`config.mk`:
```
export PLATFORM = sky130hd
export DESIGN_NAME = fnps_top
export DESIGN_NICKNAME = d
export VERILOG_FILES = /design/src/fnps_pkg.sv /design/src/fnps_top.sv /design/src/fnps_thresh.sv
export VERILOG_INCLUDE_DIRS = /design/src
export SDC_FILE = /design/constraint.sdc
export NUM_CORES = 1
export LEC_CHECK = 0
export ABC_AREA = 1
export BUFFER_PORTS_ARGS = -buffer_cell sky130_fd_sc_hd__buf_2
export CAP_MARGIN = 25
export CORE_MARGIN = 4
export CORE_UTILIZATION = 46
export CTS_BUF_LIST = sky130_fd_sc_hd__clkbuf_16
export DETAILED_ROUTE_END_ITERATION = 10
export PLACE_DENSITY = 0.77
export SLEW_MARGIN = 25
export SYNTH_ARGS = -nofsm -noshare
export SYNTH_HDL_FRONTEND = slang
export SYNTH_SLANG_ARGS = --single-unit
```
`constraint.sdc`:
```
create_clock -name ref_clk_i -period 1.5 [get_ports ref_clk_i]
set_clock_uncertainty 0.05 [all_clocks]
set_input_delay 0.15 -clock ref_clk_i [delete_from_list [all_inputs] [get_ports ref_clk_i]]
set_output_delay 0.15 -clock ref_clk_i [all_outputs]
set_load 0.02 [all_outputs]
```
`src/fnps_cfg.svh`:
```
// Purpose: offsets, field width, field position and reset values of the frame number block
// Assumes: 32-bit register access at word offsets
// Notes: included by bare name
`ifndef FNPS_CFG_SVH
`define FNPS_CFG_SVH
`define FNPS_OFS_FRAME_COUNT   8'h3C
`define FNPS_OFS_PERIODIC      8'h40
`define FNPS_FIELD_W           14
`define FNPS_PERIODIC_RST      14'h0000
`define FNPS_FRAME_RST         14'h0000
`define FNPS_SF_BIT            2
`endif

```
`src/fnps_pkg.sv`:
```
// Purpose: types of the frame number block
// Assumes: fnps_cfg.svh constants
// Notes: none
package fnps_pkg;
  typedef enum logic [2:0] {
    FNPS_IDLE,
    FNPS_SOF,
    FNPS_STORE,
    FNPS_WAIT_STORE,
    FNPS_FETCH
  } fnps_seq_t;

  typedef struct packed {
    logic        wr;
    logic        rd;
    logic [7:0]  addr;
    logic [31:0] wdata;
  } fnps_reg_req_t;
endpackage

```
`src/fnps_top.sv`:
```
// Purpose: frame counter, frame start sequencing and periodic threshold register
// Assumes: single clock, synchronous register port with one-cycle read data
// Notes: frame count rolls over at the top of its 14-bit field
`timescale 1ns/1ps
`default_nettype none
`include "fnps_cfg.svh"
module fnps_top #(
  parameter int W = `FNPS_FIELD_W
) (
  input  wire logic                   ref_clk_i,
  input  wire logic                   reset_i,
  input  wire fnps_pkg::fnps_reg_req_t reg_req_i,
  output logic [31:0]                 reg_rdata_o,
  input  wire logic                   countdown_reload_i,
  input  wire logic [W-1:0]           frame_time_left_i,
  input  wire logic                   bus_running_state_i,
  input  wire logic                   nonper_busy_i,
  input  wire logic                   sof_done_i,
  input  wire logic                   store_done_i,
  output logic                        sof_send_o,
  output logic                        comm_store_o,
  output logic [W-1:0]                comm_store_data_o,
  output logic                        ed_fetch_o,
  output logic                        frame_start_flag_o,
  output logic                        periodic_prio_o
);
  typedef struct packed {
    logic [W-1:0]        frame_count;
    logic [W-1:0]        threshold;
    logic                running;
    fnps_pkg::fnps_seq_t seq;
    logic                sof;
    logic                store;
    logic                fetch;
    logic                flag;
    logic [31:0]         rdata;
  } fnps_st_t;

  fnps_st_t st_r;
  fnps_st_t st_nxt;
  logic     enter_run;
  logic     prio;

  assign enter_run = bus_running_state_i && !st_r.running;

  always_comb
  begin
    st_nxt       = st_r;
    st_nxt.sof   = 1'b0;
    st_nxt.store = 1'b0;
    st_nxt.fetch = 1'b0;
    st_nxt.flag  = 1'b0;
    st_nxt.rdata = 32'h0000_0000;
    st_nxt.running = bus_running_state_i;
    if (reg_req_i.wr && reg_req_i.addr == `FNPS_OFS_FRAME_COUNT)
    begin
      st_nxt.frame_count = reg_req_i.wdata[W-1:0];
    end
    if (reg_req_i.wr && reg_req_i.addr == `FNPS_OFS_PERIODIC)
    begin
      st_nxt.threshold = reg_req_i.wdata[W-1:0];
    end
    if (reg_req_i.rd)
    begin
      if (reg_req_i.addr == `FNPS_OFS_FRAME_COUNT)
      begin
        st_nxt.rdata = {{(32-W){1'b0}}, st_r.frame_count};
      end
      else if (reg_req_i.addr == `FNPS_OFS_PERIODIC)
      begin
        st_nxt.rdata = {{(32-W){1'b0}}, st_r.threshold};
      end
    end
    if (enter_run || (countdown_reload_i && st_r.running))
    begin
      st_nxt.frame_count = st_r.frame_count + 1'b1;
      st_nxt.seq = fnps_pkg::FNPS_SOF;
      st_nxt.sof = 1'b1;
    end
    else
    begin
      unique case (st_r.seq)
        fnps_pkg::FNPS_IDLE:
        begin
        end
        fnps_pkg::FNPS_SOF:
        begin
          if (sof_done_i)
          begin
            st_nxt.seq   = fnps_pkg::FNPS_WAIT_STORE;
            st_nxt.store = 1'b1;
          end
        end
        fnps_pkg::FNPS_STORE:
        begin
          st_nxt.seq = fnps_pkg::FNPS_WAIT_STORE;
        end
        fnps_pkg::FNPS_WAIT_STORE:
        begin
          if (store_done_i)
          begin
            st_nxt.seq   = fnps_pkg::FNPS_FETCH;
            st_nxt.flag  = 1'b1;
            st_nxt.fetch = 1'b1;
          end
        end
        fnps_pkg::FNPS_FETCH:
        begin
          st_nxt.seq = fnps_pkg::FNPS_IDLE;
        end
        default:
        begin
          st_nxt.seq = fnps_pkg::FNPS_IDLE;
        end
      endcase
    end
  end

  always_ff @(posedge ref_clk_i or posedge reset_i)
  begin
    if (reset_i)
    begin
      st_r             <= '0;
      st_r.frame_count <= `FNPS_FRAME_RST;
      st_r.threshold   <= `FNPS_PERIODIC_RST;
      st_r.seq         <= fnps_pkg::FNPS_IDLE;
    end
    else
    begin
      st_r <= st_nxt;
    end
  end

  fnps_thresh #(
    .W(W)
  ) u_thresh (
    .ref_clk_i         (ref_clk_i),
    .reset_i           (reset_i),
    .frame_boundary_i  (countdown_reload_i),
    .frame_time_left_i (frame_time_left_i),
    .threshold_i       (st_r.threshold),
    .nonper_busy_i     (nonper_busy_i),
    .periodic_prio_o   (prio)
  );

  // a flop is already inside the threshold module, so prio is a registered value
  assign periodic_prio_o    = prio;
  assign reg_rdata_o        = st_r.rdata;
  assign sof_send_o         = st_r.sof;
  assign comm_store_o       = st_r.store;
  assign comm_store_data_o  = st_r.frame_count;
  assign ed_fetch_o         = st_r.fetch;
  assign frame_start_flag_o = st_r.flag;

  AST_FC_STEP: assert property (@(posedge ref_clk_i) disable iff (reset_i)
    (countdown_reload_i && st_r.running && !reg_req_i.wr)
    |=> st_r.frame_count == $past(st_r.frame_count) + 14'h0001)
    else $error("frame count did not step on reload");
  AST_FC_WRAP: assert property (@(posedge ref_clk_i) disable iff (reset_i)
    (countdown_reload_i && st_r.running && st_r.frame_count == 14'h3FFF)
    |=> st_r.frame_count == 14'h0000)
    else $error("frame count did not wrap");
  AST_RUN_STEP: assert property (@(posedge ref_clk_i) disable iff (reset_i)
    (enter_run && !reg_req_i.wr) |=> st_r.frame_count == $past(st_r.frame_count) + 14'h0001)
    else $error("no step entering running state");
  AST_STORE_AFTER_SOF: assert property (@(posedge ref_clk_i) disable iff (reset_i)
    comm_store_o |-> $past(st_r.seq) == fnps_pkg::FNPS_SOF)
    else $error("store before sof");
  AST_FETCH_AFTER_STORE: assert property (@(posedge ref_clk_i) disable iff (reset_i)
    ed_fetch_o |-> $past(st_r.seq) == fnps_pkg::FNPS_WAIT_STORE && $past(store_done_i))
    else $error("fetch before store finished");
  AST_FLAG_WITH_FETCH: assert property (@(posedge ref_clk_i) disable iff (reset_i)
    frame_start_flag_o == ed_fetch_o)
    else $error("frame start flag out of step");
  AST_THR_WRITE: assert property (@(posedge ref_clk_i) disable iff (reset_i)
    (reg_req_i.wr && reg_req_i.addr == `FNPS_OFS_PERIODIC)
    |=> st_r.threshold == $past(reg_req_i.wdata[13:0]))
    else $error("threshold write lost");
  AST_RDATA_HIGH: assert property (@(posedge ref_clk_i) disable iff (reset_i)
    reg_rdata_o[31:14] == 18'h00000)
    else $error("reserved bits read nonzero");
endmodule
`default_nettype wire

```
`src/fnps_thresh.sv`:
```
// Purpose: periodic priority decision from countdown and threshold
// Assumes: countdown updates once per bit time
// Notes: priority waits for the running control or bulk transaction to end
`timescale 1ns/1ps
`default_nettype none
`include "fnps_cfg.svh"
module fnps_thresh #(
  parameter int W = `FNPS_FIELD_W
) (
  input  wire logic         ref_clk_i,
  input  wire logic         reset_i,
  input  wire logic         frame_boundary_i,
  input  wire logic [W-1:0] frame_time_left_i,
  input  wire logic [W-1:0] threshold_i,
  input  wire logic         nonper_busy_i,
  output logic              periodic_prio_o
);
  typedef struct packed {
    logic reached;
    logic prio;
  } fnps_th_st_t;

  fnps_th_st_t st_r;
  fnps_th_st_t st_nxt;

  always_comb
  begin
    st_nxt = st_r;
    if (frame_boundary_i)
    begin
      st_nxt.reached = 1'b0;
      st_nxt.prio    = 1'b0;
    end
    else
    begin
      if (frame_time_left_i <= threshold_i)
      begin
        st_nxt.reached = 1'b1;
      end
      if (st_r.reached && !nonper_busy_i)
      begin
        st_nxt.prio = 1'b1;
      end
    end
  end

  always_ff @(posedge ref_clk_i or posedge reset_i)
  begin
    if (reset_i)
    begin
      st_r <= '0;
    end
    else
    begin
      st_r <= st_nxt;
    end
  end

  assign periodic_prio_o = st_r.prio;

  AST_PRIO_WAITS: assert property (@(posedge ref_clk_i) disable iff (reset_i)
    $rose(st_r.prio) |-> $past(st_r.reached) && !$past(nonper_busy_i))
    else $error("priority raised during a nonperiodic transaction");
  AST_REACH_CMP: assert property (@(posedge ref_clk_i) disable iff (reset_i)
    (!frame_boundary_i && frame_time_left_i <= threshold_i) |=> st_r.reached)
    else $error("threshold crossing missed");
endmodule
`default_nettype wire

```
# After elaboration in Yosys (flattened, before gate mapping)
# Cells that the tools add are included.
# word_totals
regBits	70
latchBits	0
ramBits	0
rom_bits	0
output_inout_bits	51
n_memories	0
# op_classes
addsub	1
n_mul	0
n_div	0
magnitude_cmp	1
n_eq_ne	8
shifts	0
n_mux	18
bitwise	0
reduce_logical	13
# ops
cell	n
$mux W14	5
$add A14 B1 Y14 const B	1
$le A14 B14 Y1	1
$mux W3	4
$pmux W3 S4	1
$eq A8 B6 Y1 const B	1
$eq A8 B7 Y1 const B	1
$eq A3 B2 Y1 const B	2
$mux W2	3
$ne A3 B3 Y1 const B	2
$reduce_bool A2 Y1	3
$logic_and A1 B1 Y1	5
$mux W1	5
$eq A3 B1 Y1 const B	1
$logic_not A3 Y1	1
$reduce_and A3 Y1	1
$logic_not A1 Y1	2
$ne A2 B2 Y1 const B	1
$logic_or A1 B1 Y1	1

# Longest topological paths before layout
# Gate-level depths: netlist of the first run.
# depth
depth_word	5
depth_mapped	10
depth_no_buf	10

# Hierarchy
# A second synthesis of the first run with hierarchy kept.
# unflattened
cells_unflattened	435
area_unflattened_um2	3301.9
# modules_own_cells
mod	n_inst	cells_each	area_each_um2	seq_area_each_um2
fnps_top	1	357	2821.5	1226.2
fnps_thresh	1	78	480.5	50.0

# Worst setup path before layout of the first run
# Ideal clock, no wire load.
# synth_path
path_type	reg2reg
from	register st_r (netlist bit comm_store_data_o[0])
to	register st_r (netlist bit comm_store_data_o[8])
setup_ns	0.116
arrival_ns	1.185
slack_ns	0.149
path_stages_with_launch	9
period_less_slack_ns	1.351
cell_sequence	dfrtp_1 ha_1 nand3_1 inv_2 nand2_1 xor2_1 nand2_1 nand2_1 nand2_1
# synth_via
elab_chain_cells	2
# synth_rtl
element	line_no	source
start, declared	fnps_top.sv:39	fnps_st_t st_r;
start signal, assigned	fnps_top.sv:130	st_r <= st_nxt;
$add A14 B1 Y14	fnps_top.sv:76	st_nxt.frame_count = st_r.frame_count + 1'b1;
$mux W14	fnps_top.sv:74	if (enter_run || (countdown_reload_i && st_r.running))
# Every way passes these cells.
# A chain may end at the register's enable or synchronous reset.

# Final worst setup path of the first run
# layout_path
from	register st_r[52] (netlist bit)
to	register u_thresh.st_r[1] (netlist bit)
# layout_via
elab_chain_cells	2
# layout_rtl
element	line_no	source
$le A14 B14 Y1	fnps_thresh.sv:36	if (frame_time_left_i <= threshold_i)
$reduce_bool A2 Y1 (no line)	n/a	
end signal, assigned	fnps_thresh.sv:55	st_r <= st_nxt;
end, declared	fnps_thresh.sv:23	fnps_th_st_t st_r;
# Every way passes these cells.

==> impl_metrics.ini, run 1 <==
[status]
status = finished, final reports clean

[cts]
clk-insertion-delay-late_ns = 0.29
cts_num_sinks = 51
clk_path_buf_depth = 2
clock-root-buffer = sky130_fd_sc_hd__clkbuf_16
clkSlewWorstSetupHoldPaths_ns = 0.07
cts-htree-levels = 2
tritoncts = built
tritoncts.num_buffers = 5

[global_route]
pin_count_of_the_biggest_net_entering_global_routing = 52
gr-usage-all-layers_pct = 18.07
grt_first_pass_wirelength_mm = 12.52
antenna_found_initial = 0
grt_overflow = 0
grt_pass1_vias = 2779

[cells_and_area]
finish.net_count = 570
final_cell_mix = sky130_fd_sc_hd__nand2_1, sky130_fd_sc_hd__buf_2, sky130_fd_sc_hd__dfrtp_1
layout_overhead_on_the_synthesized_area_pct = 15.60
layout-drive-gt1-share_pct = 29.61
mostFrequentLayoutCell = sky130_fd_sc_hd__nand2_1
stdcell_count = 589
antenna_cells = 0

[synthesis]
synth.ff_latch_count = 51
async_reset_ff_share_pct = 100.0
synthesis.area_um2 = 3321
synth.lib_cells_used.distinct = 33
netlist_instances = 430
synth-warning-count = 0
synth.top_cells.by_area = sky130_fd_sc_hd__dfrtp_1, sky130_fd_sc_hd__nand2_1, sky130_fd_sc_hd__buf_4
synth.top_cell.area_share_pct = 38.43
predominant_post_synthesis_flop_cell = sky130_fd_sc_hd__dfrtp_1
post_synth_edffs = 0
sequential_to_total_area_share_from_yosys_stat_pct = 38.43
avgSynthCellArea_um2 = 7.723
synth_top_cell_by_area = sky130_fd_sc_hd__dfrtp_1

[pwr]
ir_drop_worst_case_vdd_mv = 0.7180
power_density_nw_per_um2 = 1012
total_leakage_power_nw = 2.050

[timing]
period_minus_slack_ns = 1.406
final-setup-viol-count = 0
final-hold-violation-count = 0
rsz0062_at_grt = true
final_critical_path_setup_slack_ns = 0.09442
fmaxAchievable_mhz = 711.5
fin_crit_sh_pct = 93.71
slew_viol_final = 0

[routing]
route.detailed.drc = 0
avgViaCountPerCell = 4.888
wirelength_mm = 7.706
number_of_drc_markers_after_the_initial_detailed_route_iteration = 157
routed-via-count = 2879
drt_pre_antenna_iters = 5
detail-route-antenna-nets = 0
routedWlPerCell_um = 13.08

[worst_setup_path]
worst-endpoint-arrival_ns = 1.58
timing.critical_path.to_type = flop
rr_worst_depth = 9
startpoint_type = flop
worst_ep_required_ns = 1.67
rr_endpoint = u_thresh.st_r[1]
crit_fanout = 3
timing.reg2reg.setup_slack_ns = 0.09
worst_r2r_startpoint = st_r[52]
criticalPathCategory = reg2reg

[die]
rows = 30
chipWidth_um = 92.97
floorplan.initialDensity_pct = 48.08
io_pins = 114
die_h_um = 92.97
coreArea_um2 = 6907
full_die_area_um2 = 8642

[place]
gpl.final_weighted_congestion = 0.8885
placement.io_buffers = 77
dpl_worst_slack_ns = 0.05736
dp_hpwl_mm = 5.891
dp.cells = 574

[hold_path]
hold-path-endpoint = comm_store_data_o[4]
hp-start = reg_req_i[4]
min_path_cells = 3
min_path_type = in2reg

[run]
cap_viol_max_count = 0
[power by group]
| group | internal [mW] | total (mW) | switching, mW | leakage (nW) |
|---|---|---|---|---|
| clock network | 0.625 | 1.15 | 0.526 | 0.0664 |
| registers | 1.52 | 1.70 | 0.176 | 0.650 |
| logic | 0.383 | 1.03 | 0.651 | 1.33 |
| total | 2.53 | 3.88 | 1.35 | 2.05 |
[worst max path at each step]
stage	from	slack, ns	endpoint	cells after the start
floorplan	reset_i	0.07	comm_store_data_o[0]	1
global placement	st_r[53]	0.11	u_thresh.st_r[1]	8
detailed placement	st_r[53]	0.06	u_thresh.st_r[1]	8
CTS	st_r[53]	0.06	u_thresh.st_r[1]	8
global route	st_r[45]	-0.003	u_thresh.st_r[1]	9
finish	st_r[52]	0.09	u_thresh.st_r[1]	9
[final cells by class]
class	count	area, um^2
clock inverter	3	23.77
inverter	54	202.7
fill	660	3068
tap	96	120.1
sequential	51	1277
timing repair buffer	96	560.5
multi-input combinational	284	1529
clock buffer	5	125.1
[sequential cells by signal (all words and copies together), names as in the netlist]
signal and count:
sof_send_o 1, st_r 18, ed_fetch_o 1, u_thresh.periodic_prio_o 1, u_thresh.st_r 1, comm_store_o 1
comm_store_data_o 14, reg_rdata_o 14
[metrics by stage]
stage | TNS (ns) | util, % | instance area, um^2 | total power, mW | hold slack [ns]
after floorplan | 0 | - | 3385 | 2.491 | 0.1314
after global placement | 0 | 51.81 | 3578 | 2.674 | 0.1627
after detailed placement | 0 | 51.81 | 3578 | 2.715 | 0.1639
after CTS | 0 | 54.40 | 3757 | 3.865 | 0.05559
after global routing | -0.003395 | 55.58 | 3839 | 4.109 | 0.07986
final | 0 | 55.58 | 3839 | 3.883 | 0.05089
[logic make-up after synthesis]
family | synth area share (%)
AND/OR/NAND/NOR | 25.58
XOR/XNOR | 0.7914
adder cells (fa/ha/maj) | 5.652
AO/OA/AOI/OAI | 10.47
other | 0.1129
buffers and inverters | 18.95
flip-flops | 38.43
[per-layer routing]
| metal | vias to the layer above | GRT usage [%] | share of wire, % |
|---|---|---|---|
| met4 | 0 | 5.372 | 1.8 |
| met5 | - | 0 | 0 |
| met1 | 1319 | 23.26 | 42 |
| met3 | 17 | 3.737 | 8.0 |
| met2 | 121 | 30.53 | 48 |
| li1 | 1422 | - | - |
[synthesized netlist by cell type (4+ instances only)]
cell type,instances
sky130_fd_sc_hd__nand3_1,20
sky130_fd_sc_hd__buf_2,5
sky130_fd_sc_hd__a21oi_2,5
sky130_fd_sc_hd__nand4_1,6
sky130_fd_sc_hd__dfrtp_1,51
sky130_fd_sc_hd__a21oi_1,22
sky130_fd_sc_hd__buf_4,48
sky130_fd_sc_hd__o21ai_1,4
sky130_fd_sc_hd__nand2_1,109
sky130_fd_sc_hd__inv_1,51
sky130_fd_sc_hd__o21ai_2,5
sky130_fd_sc_hd__ha_1,15
sky130_fd_sc_hd__nor2_1,31
sky130_fd_sc_hd__o21ai_0,23
[what timing repair did]
action	4_1_cts	5_1_grt
setup buffers	0	4
hold buffers	3	0
endpoints found under the setup margin	0	15
gates resized for setup	0	17
endpoints found under the hold margin	54	0
[worst max-delay path: stages, from the launching register on]
cell                      delay [ns]
sky130_fd_sc_hd__dfrtp_1        0.42
sky130_fd_sc_hd__inv_2          0.08
sky130_fd_sc_hd__ha_4           0.19
sky130_fd_sc_hd__nand2_2        0.10
sky130_fd_sc_hd__inv_1          0.05
sky130_fd_sc_hd__nand2_1        0.06
sky130_fd_sc_hd__nand2_1        0.06
sky130_fd_sc_hd__a21oi_1        0.11
sky130_fd_sc_hd__nand2_1        0.09
sky130_fd_sc_hd__a21oi_1        0.14
Power figures use the tool's default switching activity.
==> run 2, diff against run 1 <==
--- a/config.mk
+++ b/config.mk
@@ -11,8 +11,8 @@
 export CAP_MARGIN = 25
 export CORE_MARGIN = 4
-export CORE_UTILIZATION = 46
+export CORE_UTILIZATION = 51
 export CTS_BUF_LIST = sky130_fd_sc_hd__clkbuf_16
 export DETAILED_ROUTE_END_ITERATION = 10
-export PLACE_DENSITY = 0.77
+export PLACE_DENSITY = 0.81
 export SLEW_MARGIN = 25
 export SYNTH_ARGS = -nofsm -noshare
==> constraint.sdc (replaced) <==
create_clock -name ref_clk_i -period 1.3 [get_ports ref_clk_i]
set_clock_uncertainty 0.05 [all_clocks]
set_input_delay 0.065 -clock ref_clk_i [delete_from_list [all_inputs] [get_ports ref_clk_i]]
set_output_delay 0.065 -clock ref_clk_i [all_outputs]
set_load 0.02 [all_outputs]
==> impl_metrics.ini, run 2 (same netlist as run 1, synthesis figures left out) <==
[status]
status = finished with violations
violations = negative hold slack, negative setup slack

[pwr]
power.switching_mw = 1.670
p_clk_share_pct = 29.4
combinational_power_share_pct = 31.6
seqPwrFrac_pct = 39.0
power.share.switching_pct = 33.62
total_leakage_power_nw = 2.235
power_density_nw_per_um2 = 1158
cellInternalPower_mw = 3.298
ir_drop_worst_case_vdd_mv = 1.121
finalPower_mw = 4.968

[routing]
avgViaCountPerCell = 5.045
detail-route-antenna-nets = 0
wirelength_mm = 8.626
drt_pre_antenna_iters = 4
routedWlPerCell_um = 14.26
route.detailed.drc = 0
number_of_drc_markers_after_the_initial_detailed_route_iteration = 186
routed-via-count = 3052

[cts]
cts_hold_buffers = 8
cts_num_sinks = 51
clk_path_buf_depth = 2
tritoncts.num_buffers = 5
clkSlewWorstSetupHoldPaths_ns = 0.06
tritoncts = built
clk-insertion-delay-late_ns = 0.29
clock-root-buffer = sky130_fd_sc_hd__clkbuf_16
cts-htree-levels = 2

[timing]
fmaxAchievable_mhz = 702.1
setup_tns_ns = -0.3070
final-hold-violation-count = 2
slew_viol_final = 0
period_minus_slack_ns = 1.424
final_critical_path_setup_slack_ns = -0.1243
timing.hold.ws_ns = -0.08037
fin_crit_sh_pct = 109.6
final-setup-viol-count = 6
rsz0062_at_grt = true

[run]
cap_viol_max_count = 0

[global_route]
pin_count_of_the_biggest_net_entering_global_routing = 52
grt_first_pass_wirelength_mm = 13.17
grt_pass1_vias = 2953
antenna_found_initial = 0
grt_overflow = 0
gr-usage-all-layers_pct = 21.55

[die]
full_die_area_um2 = 7866
die_h_um = 88.69
rows = 29
io_pins = 114
floorplan.initialDensity_pct = 52.30
chipWidth_um = 88.69
coreArea_um2 = 6350

[worst_setup_path]
timing.reg2reg.setup_slack_ns = -0.12
crit_fanout = 3
crit_chain = inv_1 -> ha_1 -> nand2_2 -> inv_2 -> nand2_2 -> nand2_1 -> a21oi_1 -> nand2_1 -> a21oi_2
max_stage_delay_ns = 0.36
startpoint_type = flop
worst_ep_required_ns = 1.47
timing.critical_path.to_type = flop
critical_path.slowest_cell = sky130_fd_sc_hd__dfrtp_1
criticalPathCategory = reg2reg
worst-endpoint-arrival_ns = 1.60

[place]
placement.io_buffers = 77
gpl.final_weighted_congestion = 0.8368
placement.cell_area_um2 = 3736
dp_hpwl_mm = 6.092

[cells_and_area]
mostFrequentLayoutCell = sky130_fd_sc_hd__nand2_1
antenna_cells = 0
layout-drive-gt1-share_pct = 37.69
max_reg_flops = 18
finish.net_count = 605
layout_overhead_on_the_synthesized_area_pct = 29.24
top_register = st_r
finish.instance_area_um2 = 4292
final_cell_mix = sky130_fd_sc_hd__nand2_1, sky130_fd_sc_hd__buf_2, sky130_fd_sc_hd__dfrtp_1
finalCoreUtilization_pct = 67.59

[hold_path]
min_path_type = in2reg
## run 2: final timing paths
| path | depth (start not counted) | startpoint | to |
|---|---|---|---|
| worst max register to register | 9 | st_r[52] | u_thresh.st_r[1] |
| min in group asynchronous | 4 | reset_i | comm_store_data_o[10] |
| worst min-delay path | 2 | countdown_reload_i | u_thresh.st_r[1] |
| worst max-delay path | 9 | st_r[52] | u_thresh.st_r[1] |
| max in group asynchronous | 4 | reset_i | comm_store_data_o[2] |
| worst min register to register | 2 | u_thresh.periodic_prio_o | u_thresh.periodic_prio_o |
## run 2: worst max-delay path: cells and delay by family (launching register included)
kind	cells	cell delay (ns)
buf+inv	2	0.09
flops	1	0.36
fa+ha+maj	1	0.29
simple gates	4	0.32
compound gates	2	0.25
## run 2: final cells by class
cell class | count | area [um^2]
multi-input cells | 284 | 1688
clock inverters | 3 | 38.79
flip-flops and latches | 51 | 1281
inverters | 54 | 214.0
repair buffers | 131 | 848.3
fillers | 502 | 2058
clock buffers | 5 | 125.1
well taps | 77 | 96.34
## run 2: per-stage QoR
stage | std cells | setup slack (ns)
finish | 605 | -0.1243
global route | 605 | -0.2282
CTS | 596 | -0.05774
detailed placement | 578 | -0.07362
global placement | 578 | -0.03346
floorplan | 447 | -0.01198
## run 2: metal layers
| layer | routed length, um | vias to the layer above | GRT usage (%) |
|---|---|---|---|
| li1 | - | 1492 | - |
| met3 | 514 | 16 | 3.724 |
| met1 | 3495 | 1440 | 25.53 |
| met2 | 4468 | 104 | 39.47 |
| met5 | 0 | - | 0 |
| met4 | 147 | 0 | 6.593 |
## run 2: power groups by stage
stage / clock (mW) / combinational (mW) / sequential, mW
floorplan: 0 / 0.915 / 1.97
global placement: 0 / 1.27 / 1.93
detailed placement: 0 / 1.31 / 1.94
CTS: 1.48 / 1.39 / 1.93
global route: 1.56 / 1.73 / 1.96
finish: 1.46 / 1.57 / 1.94
## run 2: timing repair
| item | CTS | global route |
|---|---|---|
| gates resized for setup | 14 | 42 |
| buffers inserted | 2 | 8 |
| cloned | 0 | 1 |
| pin swaps | 3 | 17 |
| endpoints found under the hold margin | 61 | 2 |
| endpoints found under the setup margin | 8 | 17 |
==> run 3, diff against run 2 <==
- CORE_ASPECT_RATIO: default -> 1.75
==> impl_metrics.ini, run 3 (same netlist as run 1, synthesis figures left out) <==
[cells_and_area]
mostFrequentLayoutCell = sky130_fd_sc_hd__nand2_1
max_reg_flops = 18
finish.instance_area_um2 = 4512
layout_overhead_on_the_synthesized_area_pct = 35.87
layout-drive-gt1-share_pct = 40.93
sequential_cell_area_um2 = 1281
final_cell_mix = sky130_fd_sc_hd__nand2_1, sky130_fd_sc_hd__buf_2, sky130_fd_sc_hd__dfrtp_1
finish.net_count = 617
multi_input_comb_area_um2 = 1777
antenna_cells = 0
layout.filler_cells = 477
top_register = st_r

[place]
placement.cell_area_um2 = 3767
placement.io_buffers = 77
gpl.final_weighted_congestion = 0.8714
dp_hpwl_mm = 6.463

[timing]
final-setup-viol-count = 9
fmaxAchievable_mhz = 703.2
final_critical_path_setup_slack_ns = -0.1221
slew_viol_final = 0
fin_crit_sh_pct = 109.4
period_minus_slack_ns = 1.422
setup_tns_ns = -0.5241
final-hold-violation-count = 2
timing.hold.ws_ns = -0.09967
rsz0062_at_grt = true

[routing]
routedWlPerCell_um = 15.17
drt_pre_antenna_iters = 5
wirelength_mm = 9.403
routed-via-count = 3170
number_of_drc_markers_after_the_initial_detailed_route_iteration = 148
route.detailed.drc = 0
detail-route-antenna-nets = 0
avgViaCountPerCell = 5.113

[die]
full_die_area_um2 = 7917
die_h_um = 114.7
coreArea_um2 = 6276
rows = 38
chipWidth_um = 69.00
floorplan.initialDensity_pct = 52.91
io_pins = 114

[cts]
cts_num_sinks = 51
clock-root-buffer = sky130_fd_sc_hd__clkbuf_16
cts_hold_buffers = 15
clk-insertion-delay-late_ns = 0.30
tritoncts = built
tritoncts.num_buffers = 5
clkSlewWorstSetupHoldPaths_ns = 0.07
clk_path_buf_depth = 2
cts-htree-levels = 2

[global_route]
grt_overflow = 0
grt_pass1_vias = 3221
antenna_found_initial = 0
pin_count_of_the_biggest_net_entering_global_routing = 37
gr-usage-all-layers_pct = 23.77
grt_first_pass_wirelength_mm = 14.06

[worst_setup_path]
worst_path_top_cell_family_by_delay = compound AO/OA/AOI/OAI gates
critical_path.slowest_cell = sky130_fd_sc_hd__dfrtp_1
max_stage_delay_ns = 0.40
worst_ep_required_ns = 1.49
timing.critical_path.to_type = flop
crit_fanout = 2
worst-endpoint-arrival_ns = 1.61
startpoint_type = flop
critical_path_s_most_frequent_cell = sky130_fd_sc_hd__a21oi_2
critical_path.n_buffers_inverters = 1
criticalPathCategory = reg2reg
crit_chain = inv_2 -> ha_4 -> a21oi_1 -> nand2_1 -> a21oi_2 -> nand2_2 -> a21oi_2

[pwr]
finalPower_mw = 4.960
ir_drop_worst_case_vdd_mv = 1.172
total_leakage_power_nw = 2.324
power_density_nw_per_um2 = 1099

[status]
status = finished with violations
violations = negative hold slack, negative setup slack

[run]
cap_viol_max_count = 0

[hold_path]
min_path_type = in2reg
-- run 3: path summary, 6_finish.rpt --
kind / start / endpoint / slack, ns / cells after the start
setup / recovery: st_r[49] / u_thresh.st_r[1] / -0.12 / 7
hold reg to reg: st_r[37] / comm_store_o / 0.44 / 1
min in group asynchronous: reset_i / comm_store_data_o[11] / 0.26 / 3
hold / removal: countdown_reload_i / u_thresh.st_r[1] / -0.1 / 2
setup reg to reg: st_r[49] / u_thresh.st_r[1] / -0.12 / 7
max in group asynchronous: reset_i / comm_store_data_o[3] / 0.41 / 4
-- run 3: cell type report --
cell class,count,area share [%]
Timing Repair inverter,1,0.1941
Clock inverter,3,0.4437
Sequential cell,51,28.40
Multi-Input combinational cell,284,39.38
Inverter,54,4.908
Tap cell,80,2.219
Timing Repair Buffer,142,21.69
Clock buffer,5,2.773
-- run 3: timing repair --
| action | 4_1_cts | 5_1_grt |
|---|---|---|
| pin swaps | 10 | 24 |
| setup buffers | 7 | 6 |
| endpoints found under the hold margin | 35 | 2 |
| endpoints found under the setup margin | 10 | 17 |
| cloned | 0 | 1 |
| gates resized for setup | 17 | 69 |
-- run 3: power by group --
part / switching, mW / internal (mW)
combinational: 0.973 / 0.689
sequential: 0.203 / 1.76
clock: 0.622 / 0.711
-- run 3: through the flow --
| stage | instances | worst slack, ns | util [%] | hold WS, ns |
|---|---|---|---|---|
| 6_report | 620 | -0.1221 | 71.89 | -0.09967 |
| 5_1_grt | 620 | -0.1976 | 71.89 | -0.09617 |
| 4_1_cts | 613 | -0.09074 | 66.65 | -0.1010 |
| 3_5_place_dp | 583 | -0.1855 | 60.03 | 0.02986 |
| 3_3_place_gp | 583 | -0.08095 | 60.03 | 0.02013 |
| 2_1_floorplan | 447 | -0.01198 | - | 0.04643 |
-- run 3: worst register-to-register path, cell delays in order, from the launching register on --
cell	delay, ns
sky130_fd_sc_hd__dfrtp_1	0.40
sky130_fd_sc_hd__inv_2	0.09
sky130_fd_sc_hd__ha_4	0.20
sky130_fd_sc_hd__a21oi_1	0.16
sky130_fd_sc_hd__nand2_1	0.10
sky130_fd_sc_hd__a21oi_2	0.17
sky130_fd_sc_hd__nand2_2	0.07
sky130_fd_sc_hd__a21oi_2	0.11
-- run 3: per-layer routing --
layer  part of all wire (%)  track usage, %  wire (um)
met2                     54           41.33       5111
met4                    4.8           14.19        450
met3                    5.9           5.083        557
met1                     35           25.29       3283
met5                      0               0          0
